**src/design/sqsh_params.svh**
```systemverilog
// Constants for the snoop queue and synchronization handshakes
`ifndef SQSH_PARAMS_SVH
`define SQSH_PARAMS_SVH
`define SQSH_QDEPTH 4
`define SQSH_ID_W 4
`define SQSH_ADDR_W 27
`define SQSH_RESP_W 5
`define SQSH_CMD_W 2
`define SQSH_RDY_WINDOW 2
`define SQSH_RDY_FREE_PEND 2
`define SQSH_RDY_FREE_IDLE 3
`define SQSH_RESP_HI_POS 2
`define SQSH_RESP_NULL 3'h0
`define SQSH_RESP_PERR 3'h2
`define SQSH_RESP_HIT 1'h1
`define SQSH_RESP_SYNC 5'h0c
`define SQSH_CC_NONE 2'h0
`define SQSH_ORD_SYNC_MAX 2'h1
`define SQSH_ORD_NO_SYNC 2'h2
`endif

```
**src/design/sqsh_pkg.sv**
```systemverilog
// Types for the snoop queue and synchronization handshakes
package sqsh_pkg;
  typedef enum logic [1:0] {
    sqsh_cmd_null = 2'b00,
    sqsh_invalidate_cmd = 2'b01,
    sqsh_cmd_sync = 2'b10,
    sqsh_cmd_rsvd = 2'b11
  } sqsh_cmd_t;
  typedef enum logic [1:0] {
    sqsh_s_idle = 2'b00,
    sqsh_s_look = 2'b01,
    sqsh_s_resp = 2'b10
  } sqsh_snp_state_t;
  typedef enum logic [1:0] {
    sqsh_b_idle = 2'b00,
    sqsh_b_drain = 2'b01,
    sqsh_b_first = 2'b10,
    sqsh_b_hold = 2'b11
  } sqsh_bar_state_t;
endpackage

```
**src/design/sqsh_queue_mem.sv**
```systemverilog
// Snoop queue storage with registered read data
`timescale 1ns/1ps
module sqsh_queue_mem #(
  parameter int WIDTH = 33,
  parameter int DEPTH = 4,
  parameter int AW = 2
) (
  // Clock and control
  input wire logic clk_sys_in,
  input wire logic srst_in,
  input wire logic ce_in,
  // Write port
  input wire logic wr_en_in,
  input wire logic [AW-1:0] wr_addr_in,
  input wire logic [WIDTH-1:0] wr_data_in,
  // Read port
  input wire logic [AW-1:0] rd_addr_in,
  output logic [WIDTH-1:0] rd_data_out
);
  logic [WIDTH-1:0] mem [DEPTH];

  always_ff @(posedge clk_sys_in) begin
    if (ce_in && wr_en_in) begin
      mem[wr_addr_in] <= wr_data_in;
    end
  end

  always_ff @(posedge clk_sys_in) begin
    if (srst_in) begin
      rd_data_out <= '0;
    end else if (ce_in) begin
      rd_data_out <= mem[rd_addr_in];
    end
  end
endmodule

```
**src/design/sqsh_barrier_sync.sv**
```systemverilog
// Outgoing memory barrier synchronization handshake
`timescale 1ns/1ps
`include "sqsh_params.svh"
module sqsh_barrier_sync (
  // Clock and control
  input wire logic clk_sys_in,
  input wire logic srst_in,
  input wire logic ce_in,
  // Barrier execution
  input wire logic barrier_start_in,
  input wire logic barrier_full_in,
  input wire logic [1:0] barrier_ordering_field_in,
  input wire logic fetch_halted_in,
  input wire logic store_buffer_empty_in,
  input wire logic irq_pending_in,
  output logic barrier_done_out,
  output logic barrier_abort_out,
  // System handshake
  input wire logic sync_ack_in,
  output logic sync_req_out
);
  import sqsh_pkg::*;

  sqsh_bar_state_t state, next_state;
  logic needs_sync, drained, done_now, abort_now;

  assign needs_sync = barrier_full_in ||
                      (barrier_ordering_field_in <= `SQSH_ORD_SYNC_MAX);
  assign drained = fetch_halted_in && store_buffer_empty_in && !irq_pending_in && !sync_ack_in;
  assign done_now = (state == sqsh_b_idle && barrier_start_in && !needs_sync) ||
                    (state == sqsh_b_hold && sync_ack_in);
  assign abort_now = irq_pending_in && ((state == sqsh_b_first) ||
                     (state == sqsh_b_hold && !sync_ack_in));
  assign sync_req_out = (state == sqsh_b_first) || (state == sqsh_b_hold);

  always_comb begin
    next_state = state;
    case (state)
      sqsh_b_idle: begin
        if (barrier_start_in && needs_sync) begin
          next_state = sqsh_b_drain;
        end
      end
      sqsh_b_drain: begin
        if (drained) begin
          next_state = sqsh_b_first;
        end
      end
      sqsh_b_first: begin
        // Acknowledge is not looked at in the first request cycle
        next_state = irq_pending_in ? sqsh_b_drain : sqsh_b_hold;
      end
      sqsh_b_hold: begin
        if (sync_ack_in) begin
          next_state = sqsh_b_idle;
        end else if (irq_pending_in) begin
          next_state = sqsh_b_drain;
        end
      end
      default: begin
        next_state = sqsh_b_idle;
      end
    endcase
  end

  always_ff @(posedge clk_sys_in) begin
    if (srst_in) begin
      state <= sqsh_b_idle;
      barrier_done_out <= 1'b0;
      barrier_abort_out <= 1'b0;
    end else if (ce_in) begin
      state <= next_state;
      barrier_done_out <= done_now;
      barrier_abort_out <= abort_now;
    end
  end
endmodule

```
**src/design/sqsh_top.sv**
```systemverilog
// Snoop queue, cache lookup sequencing and memory sync handshakes
`timescale 1ns/1ps
`include "sqsh_params.svh"
module sqsh_top #(
  parameter int DEPTH = `SQSH_QDEPTH,
  parameter int ID_W = `SQSH_ID_W,
  parameter int ADDR_W = `SQSH_ADDR_W
) (
  // Clock and control
  input wire logic clk_sys_in,
  input wire logic srst_in,
  input wire logic ce_in,
  // Snoop request
  input wire logic snoop_req_in,
  input wire logic [`SQSH_CMD_W-1:0] snoop_cmd_in,
  input wire logic [ADDR_W-1:0] snoop_addr_in,
  input wire logic [ID_W-1:0] snoop_tag_in,
  output logic snoop_rdy_out,
  // Snoop acknowledge
  output logic snoop_ack_out,
  output logic [ID_W-1:0] snoop_tag_out,
  output logic [`SQSH_RESP_W-1:0] snoop_resp_out,
  // Data cache port
  input wire logic dcache_enable_bit_in,
  output logic dcache_enabled_out,
  output logic cache_lookup_out,
  output logic [ADDR_W-1:0] cache_lookup_addr_out,
  input wire logic cache_hit_in,
  input wire logic cache_dirty_in,
  input wire logic cache_locked_in,
  input wire logic cache_tag_perr_in,
  output logic cache_invalidate_out,
  output logic machine_check_out,
  input wire logic cpu_dcache_req_in,
  output logic cac_stalled_out,
  // Incoming sync handshake
  input wire logic stopped_in,
  input wire logic sync_req_in,
  output logic sync_ack_out,
  // Outgoing barrier sync handshake
  input wire logic barrier_start_in,
  input wire logic barrier_full_in,
  input wire logic [1:0] barrier_ordering_field_in,
  input wire logic fetch_halted_in,
  input wire logic store_buffer_empty_in,
  input wire logic irq_pending_in,
  input wire logic sync_ack_in,
  output logic sync_req_out,
  output logic barrier_done_out,
  output logic barrier_abort_out
);
  import sqsh_pkg::*;

  localparam int PTR_W = (DEPTH > 1) ? $clog2(DEPTH) : 1;
  localparam int CNT_W = $clog2(DEPTH + 1);
  localparam int ENT_W = `SQSH_CMD_W + ID_W + ADDR_W;
  localparam int RW = `SQSH_RDY_WINDOW;

  function automatic logic [PTR_W-1:0] ptr_inc(input logic [PTR_W-1:0] p);
    ptr_inc = (p == PTR_W'(DEPTH - 1)) ? '0 : p + 1'b1;
  endfunction

  // Queue bookkeeping
  logic [PTR_W-1:0] wr_ptr, rd_ptr;
  logic [CNT_W-1:0] count, next_count, free_cnt, drain_left;
  logic [RW-1:0] rdy_hist;
  logic window_open, cmd_ok, push, pop, q_empty, q_full;
  logic [ENT_W-1:0] head;
  sqsh_cmd_t head_cmd;
  logic [ID_W-1:0] head_tag;
  logic is_inv, bypass, done_entry, perr_hit;
  logic [2:0] resp_hi;
  logic [`SQSH_RESP_W-1:0] resp_next;
  sqsh_snp_state_t state, next_state;
  logic req_eff, req_seen, capture;

  assign free_cnt = CNT_W'(DEPTH) - count;
  assign snoop_rdy_out = snoop_req_in ? (free_cnt >= CNT_W'(`SQSH_RDY_FREE_PEND)) :
                         (free_cnt >= CNT_W'(`SQSH_RDY_FREE_IDLE));
  assign window_open = |rdy_hist;
  assign cmd_ok = sqsh_cmd_t'(snoop_cmd_in) != sqsh_cmd_rsvd;
  assign q_empty = (count == '0);
  assign q_full = (count == CNT_W'(DEPTH));
  assign push = ce_in && snoop_req_in && window_open && cmd_ok && !q_full;
  assign pop = ce_in && done_entry;
  assign next_count = count + CNT_W'(push) - CNT_W'(pop);

  sqsh_queue_mem #(
    .WIDTH(ENT_W),
    .DEPTH(DEPTH),
    .AW(PTR_W)
  ) u_mem (
    .clk_sys_in(clk_sys_in),
    .srst_in(srst_in),
    .ce_in(ce_in),
    .wr_en_in(push),
    .wr_addr_in(wr_ptr),
    .wr_data_in({snoop_cmd_in, snoop_tag_in, snoop_addr_in}),
    .rd_addr_in(rd_ptr),
    .rd_data_out(head)
  );

  // Head entry fields
  assign head_cmd = sqsh_cmd_t'(head[ENT_W-1 -: `SQSH_CMD_W]);
  assign head_tag = head[ADDR_W +: ID_W];
  assign is_inv = (head_cmd == sqsh_invalidate_cmd);
  assign bypass = (head_cmd == sqsh_cmd_sync) || !dcache_enable_bit_in;
  assign done_entry = (state == sqsh_s_look && bypass) || (state == sqsh_s_resp);

  // Cache side
  assign dcache_enabled_out = dcache_enable_bit_in;
  assign cache_lookup_out = (state == sqsh_s_look) && !bypass;
  assign cache_lookup_addr_out = head[ADDR_W-1:0];
  assign cache_invalidate_out = ce_in && (state == sqsh_s_resp) && is_inv && cache_hit_in &&
                                !cache_tag_perr_in;
  assign cac_stalled_out = cpu_dcache_req_in &&
                           (cache_lookup_out || state == sqsh_s_resp);

  // Response coding
  assign perr_hit = cache_tag_perr_in && (is_inv || !cache_hit_in);
  assign resp_hi = perr_hit ? `SQSH_RESP_PERR :
                   cache_hit_in ? {`SQSH_RESP_HIT, cache_locked_in, cache_dirty_in} :
                   `SQSH_RESP_NULL;
  assign resp_next = (state == sqsh_s_look) ?
                     ((head_cmd == sqsh_cmd_sync) ? `SQSH_RESP_SYNC :
                      {`SQSH_RESP_NULL, `SQSH_CC_NONE}) :
                     {resp_hi, `SQSH_CC_NONE};

  always_comb begin
    next_state = state;
    case (state)
      sqsh_s_idle: begin
        // Any queued snoop starts at once; all but sync snoops and snoops with the cache disabled take the cache before the processor
        if (!q_empty) begin
          next_state = sqsh_s_look;
        end
      end
      sqsh_s_look: begin
        next_state = bypass ? sqsh_s_idle : sqsh_s_resp;
      end
      sqsh_s_resp: begin
        next_state = sqsh_s_idle;
      end
      default: begin
        next_state = sqsh_s_idle;
      end
    endcase
  end

  always_ff @(posedge clk_sys_in) begin
    if (srst_in) begin
      state <= sqsh_s_idle;
      wr_ptr <= '0;
      rd_ptr <= '0;
      count <= '0;
      rdy_hist <= '0;
    end else if (ce_in) begin
      state <= next_state;
      wr_ptr <= push ? ptr_inc(wr_ptr) : wr_ptr;
      rd_ptr <= pop ? ptr_inc(rd_ptr) : rd_ptr;
      count <= next_count;
      rdy_hist <= {rdy_hist[RW-2:0], snoop_rdy_out};
    end
  end

  always_ff @(posedge clk_sys_in) begin
    if (srst_in) begin
      snoop_ack_out <= 1'b0;
      snoop_tag_out <= '0;
      snoop_resp_out <= '0;
      machine_check_out <= 1'b0;
    end else if (ce_in) begin
      snoop_ack_out <= done_entry;
      snoop_tag_out <= head_tag;
      snoop_resp_out <= resp_next;
      machine_check_out <= (state == sqsh_s_resp) && is_inv && cache_tag_perr_in;
    end
  end

  // Incoming sync: snapshot of entries ahead, counted down as they leave
  assign req_eff = sync_req_in && !stopped_in;
  assign capture = req_eff && !req_seen;

  always_ff @(posedge clk_sys_in) begin
    if (srst_in) begin
      req_seen <= 1'b0;
      drain_left <= '0;
      sync_ack_out <= 1'b0;
    end else if (ce_in) begin
      req_seen <= req_eff;
      if (capture) begin
        drain_left <= next_count;
      end else if (pop && drain_left != '0) begin
        drain_left <= drain_left - 1'b1;
      end
      sync_ack_out <= req_eff && req_seen && (drain_left == '0);
    end
  end

  sqsh_barrier_sync u_bar (
    .clk_sys_in(clk_sys_in),
    .srst_in(srst_in),
    .ce_in(ce_in),
    .barrier_start_in(barrier_start_in),
    .barrier_full_in(barrier_full_in),
    .barrier_ordering_field_in(barrier_ordering_field_in),
    .fetch_halted_in(fetch_halted_in),
    .store_buffer_empty_in(store_buffer_empty_in),
    .irq_pending_in(irq_pending_in),
    .barrier_done_out(barrier_done_out),
    .barrier_abort_out(barrier_abort_out),
    .sync_ack_in(sync_ack_in),
    .sync_req_out(sync_req_out)
  );
endmodule

```
**config.mk**
```make
export PLATFORM = sky130hd
export DESIGN_NAME = sqsh_top
export DESIGN_NICKNAME = d
export VERILOG_FILES = /design/src/design/sqsh_pkg.sv /design/src/design/sqsh_queue_mem.sv /design/src/design/sqsh_barrier_sync.sv /design/src/design/sqsh_top.sv
export VERILOG_INCLUDE_DIRS = /design/src /design/src/design
export SDC_FILE = /design/constraint.sdc
export NUM_CORES = 1
export LEC_CHECK = 0
export BUFFER_PORTS_ARGS = -buffer_cell sky130_fd_sc_hd__buf_4
export CAP_MARGIN = 20
export CORE_ASPECT_RATIO = 0.75
export CORE_UTILIZATION = 62
export DETAILED_ROUTE_END_ITERATION = 12
export HOLD_SLACK_MARGIN = 0.06
export PLACE_DENSITY = 0.83
export RECOVER_POWER = 50
export SLEW_MARGIN = 25
export SYNTH_ARGS = -nofsm -noshare
export SYNTH_HDL_FRONTEND = slang
export SYNTH_SLANG_ARGS = --single-unit
```
**constraint.sdc**
```tcl
create_clock -name clk_sys_in -period 9.1 [get_ports clk_sys_in]
set_clock_uncertainty 0.2 [all_clocks]
set_input_delay 2.275 -clock clk_sys_in [delete_from_list [all_inputs] [get_ports clk_sys_in]]
set_output_delay 2.275 -clock clk_sys_in [all_outputs]
set_load 0.03 [all_outputs]
```
* Word level (Yosys, flattened, before mapping) *
Memory sizes are Yosys's and may differ from the RTL's. A register that Yosys moved wholly into a read port is not among the register bits.
Index checks and enable logic that the tools add are counted.

storage, ports and cells
  bits in registers = 31
  memory bits (writable) = 132
  input bits = 53
  output and inout bits = 47
  word-level logic and storage cells = 120
  memories = 1

operators by class
  $add $sub $neg = 6
  $lt $le $gt $ge = 3
  equal/unequal tests = 15
  muxes and demuxes = 20
  reductions and logical operators = 60

memories
  name       depth  width  rd ports  clocked after memory_dff  write ports  line                  source
  u_mem.mem  4      33     1         1                         1            sqsh_queue_mem.sv:20  logic [WIDTH-1:0] mem [DEPTH];

operator list
  kind                                                                number
  logical AND 1 bit                                                   30
  2-to-1 mux 2 bit                                                    9
  equality test 2 bit (second input constant)                         6
  2-to-1 mux 3 bit                                                    4
  logical NOT 1 bit                                                   10
  logical OR 1 bit                                                    8
  case mux 2 bit (4 select lines)                                     1
  AND reduction 2 bit                                                 4
  equality test 2 x 1 -> 1 bit (second input constant)                3
  greater-or-equal comparator 3 x 2 -> 1 bit (second input constant)  2
  logical NOT 3 bit                                                   2
  != test 2 bit (second input constant)                               3
  2-to-1 mux 5 bit                                                    1
  adder 2 x 1 -> 2 bit (second input constant)                        2
  logical NOT 2 bit                                                   2
  2-to-1 mux 4 bit                                                    1
  case mux 2 bit (2 select lines)                                     1
  AND reduction 4 bit                                                 1
  adder 3 x 1 -> 3 bit                                                1
  equality test 3 bit (second input constant)                         1
  2-to-1 mux 1 bit                                                    3
  != test 3 bit (second input constant)                               1
  nonzero test 3 bit                                                  1
  subtractor 3 x 1 -> 3 bit                                           1
  other kinds (6)                                                     6

* Depth between registers and ports, before layout *
  depth in word-level cells = 8
  gate-level depth with buffers = 13
  depth with buffers taken out = 13

* Cells and area by module *
Synthesis repeated with hierarchy kept, for this count alone.

unflattened totals
  cells, all modules = 512
  area, all modules = 7867.5 sq um

by module, submodules not included
  module             instances  cells each  area an instance (sq um)  sequential area each (sq um)
  sqsh_queue_mem     1          326         6241.0                    4624.4
  sqsh_top           1          161         1413.9                    500.5
  sqsh_barrier_sync  1          25          212.7                     80.1

* Worst setup path before layout *
OpenSTA, ideal clock, no wires.

  path kind = input port to output port
  start point = in ce_in
  end point = out cache_invalidate_out
  arrival = 3512 ps
  required time = 6625 ps
  setup slack = 3113 ps
  stages = 5
  path buffers = 3
  cell sequence = buf_2 -> buf_2 -> buf_2 -> nand3_1 -> nor3_1

between the ends
  cells in the longest elaborated chain, start to end = 4

ends and longest elaborated chain
  item                             line             source
  from (decl)                      sqsh_top.sv:12   input wire logic ce_in,
  logical AND 1 bit (4 in series)  sqsh_top.sv:114  assign cache_invalidate_out = ce_in && (state == sqsh_s_resp) && is_inv && cache_hit_in &&
  to (decl)                        sqsh_top.sv:32   output logic cache_invalidate_out,

No other way between the ends.

* Worst setup path after layout *
  start point = in snoop_req_in
  end point = out snoop_rdy_out

between the ends
  cells in the longest elaborated chain, start to end = 1

ends and longest elaborated chain
  item              line            source
  from (decl)       sqsh_top.sv:14  input wire logic snoop_req_in,
  2-to-1 mux 1 bit  sqsh_top.sv:78  assign snoop_rdy_out = snoop_req_in ? (free_cnt >= CNT_W'(`SQSH_RDY_FREE_PEND)) :
  to (decl)         sqsh_top.sv:18  output logic snoop_rdy_out,

No other way between the ends.

==> results.toml <==
[synthesis]
synth_edf_count = 132
synth_cell_type_count = 52
synth-main-ff-cell = "edfxtp_1"
synth-warning-count = 0
yosys.area.top_type = "edfxtp_1"
synth-seq-area-share = 0.664
synth-async-reset-ratio = 0
synthTopCellsByArea = "edfxtp_1, dfxtp_1, mux4_2, mux2i_1, buf_4"
ys_ff_latch = 194
syn_area_mm2 = 0.00784
synth.top_cell.area_share = 0.506
synth_area_per_cell_um2 = 15.5
synthCells = 506

[finish]
multiInputGateArea_mm2 = 0.00220
final_common_cell = "edfxtp_1"
final_nets = 637
seqCellArea_mm2 = 0.00521
antenna_cells = 0
areaGrowthSynthToFinish_pct = 12.4
fill_cells = 820
layout_common_cells = "edfxtp_1, dfxtp_1, nor2_1, clkbuf_1, mux2i_1"
drive_gt1_frac = 0.199

[clock_tree]
clock_path_buffers = 2
path_clk_slew_ns = 0.07
cts.sinks = 194
post_cts_buffers = 0
hold_buffers = 0
clk_latency_ns = 0.43
cts_tree = "done"
h-tree-depth = 4
cts_buffers = 17
cts_root_buf = "clkbuf_16"
cts_resized = 0

[hold_path]
min_path_type = "reg -> reg"
hold_path_depth = 2

[setup_path]
cp-start-kind = "input pin"
r2r_cells = 13
crit_chain = "buf_4, nor3b_1, o21ai_0, buf_4"
crit_top_cell = "buf_4"
cp.required_ns = 6.63
crit_path_end_kind = "output port"
cp.arrival_ns = 3.11
crit_fanout = 3
critPathMaxStageDelay_ns = 0.34
crit_type = "in -> out"
cp_slowest_cell = "o21ai_0"

[power]
power.total_mw = 1.84
total_leakage_power_nw = 3.17
vdd_drop_max_v = 0.000157
power_density_mw_per_mm2 = 208

[route]
post_drt_wl_per_cell_um = 19.3
drtIter0Drc = 309
viasPerCell = 5.70
num_vias = 4263
drtPass1Iterations = 5
drt_wl_total_um = 14500
ant_nets = 0
drc = 0

[floorplanning]
start_util = 0.637
fp.dieH_um = 99.4
die_area_mm2 = 0.0131
placementRows = 35
ios = 100
core_area_mm2 = 0.0123
dieWidth_um = 132

[placement]
hpwl_um = 8280
port_buffers = 96
gp_congestion = 0.847

[timing]
fmax_mhz = 179
final.period_utilization = 0.614
setup_violations = 0
slew_violations = 8
tns_ns = 0
fin_crit_ns = 5.59
tightest_slew_ns = 1.68
max_slew_margin = -0.152
rsz0062_at_grt = "no"
hold_viol = 0
whs_ns = 0.268

[run_status]
violations = "max-capacitance violations, max-slew violations"
outcome = "complete, but fails checks"

[global_route]
overflow = 0
antenna_found_initial = 0
grt_max_degree = 61
grt_pass1_vias = 4401
grt_pass1_wl_um = 22800
track_usage = 0.234

[run]
max_cap_violations = 1
## kinds of logic (layout without fill, tap and decap cells)
family | count (synthesis) | after routing | share of synthesized area
compound gates | 35 | 35 | 0.0340
buf+inv | 72 | 147 | 0.0538
flops | 194 | 194 | 0.664
other cells | 1 | 2 | 0.000478
simple gates | 106 | 106 | 0.0619
fa+ha+maj | 15 | 15 | 0.0249
mux | 79 | 79 | 0.154
xor+xnor | 4 | 4 | 0.00718
## cell usage after synthesis, types with 2 or more instances
master / n
nand3_1: 4
nand2b_1: 3
clkbuf_1: 11
buf_2: 10
a21oi_1: 13
nor3b_1: 3
a221o_1: 2
edfxtp_1: 132
mux2i_1: 46
buf_4: 31
and2_1: 4
nand4_1: 2
inv_1: 17
and2b_1: 2
nand2_1: 19
nor2b_1: 4
mux4_2: 33
dfxtp_1: 62
ha_1: 14
nor2_1: 55
o21ai_0: 4
buf_6: 3
nor3_1: 3
## report_power, final
part,total [mW],switching (mW),leakage [nW],internal (mW)
Sequential,0.970,0.0110,1.70,0.959
Clock,0.758,0.330,0.285,0.427
Combinational,0.108,0.0672,1.19,0.0407
## final timing paths
check	start	to	slack (ns)
worst max-delay path	snoop_req_in	snoop_rdy_out	3.51
worst min-delay path	drain_left[1]$_SDFFE_PP0P_	drain_left[1]$_SDFFE_PP0P_	0.27
worst max register to register	count[1]$_SDFFE_PP0P_	drain_left[2]$_SDFFE_PP0P_	4.69
worst min register to register	drain_left[1]$_SDFFE_PP0P_	drain_left[1]$_SDFFE_PP0P_	0.27
## critical path: cells and delay by family
kind / cells / cell delay [ns]
and+or+nand+nor: 1 / 0.14
buffers and inverters: 2 / 0.36
AOI/OAI and AO/OA: 1 / 0.34
## registers in the layout, summed over array words and instances (netlist names)
name and flops:
req_seen 1, u_bar.barrier_abort_out 1, rdy_hist 2, u_bar.state 2, count 3, wr_ptr 2, rd_ptr 2, state 2
drain_left 3, snoop_ack_out 1, u_bar.barrier_done_out 1, snoop_resp_out 3, u_mem.mem 132, sync_ack_out 1, machine_check_out 1, u_mem.rd_data_out 33
snoop_tag_out 4
## layer usage
metal	part of all wire	vias to the layer above	global-route usage	routed length, µm
met5	0	-	0	0
met3	0.073	8	0.0647	1050
met2	0.50	154	0.397	7190
met1	0.42	2128	0.296	6110
met4	0.0066	0	0.0707	95
li1	-	1973	-	-
## area by class of cell
| class | instances | share of cell area |
|---|---|---|
| multi-input cells | 241 | 0.249 |
| clock buffers | 21 | 0.0523 |
| clock inverters | 11 | 0.0159 |
| well taps | 166 | 0.0236 |
| repair buffers | 98 | 0.0609 |
| inverters | 17 | 0.00724 |
| flip-flops and latches | 194 | 0.591 |
## per-stage QoR
| step | setup slack (ns) | cell area, µm² | utilization | std cells |
|---|---|---|---|---|
| after floorplan | 3.11 | 7840 | - | 507 |
| after global placement | 3.54 | 8430 | 0.685 | 716 |
| after detailed placement | 3.52 | 8430 | 0.685 | 716 |
| after CTS | 3.52 | 9030 | 0.734 | 748 |
| after global routing | 3.38 | 8810 | 0.716 | 748 |
| final | 3.51 | 8810 | 0.716 | 748 |
No activity file was read; power rests on OpenSTA's default activity.
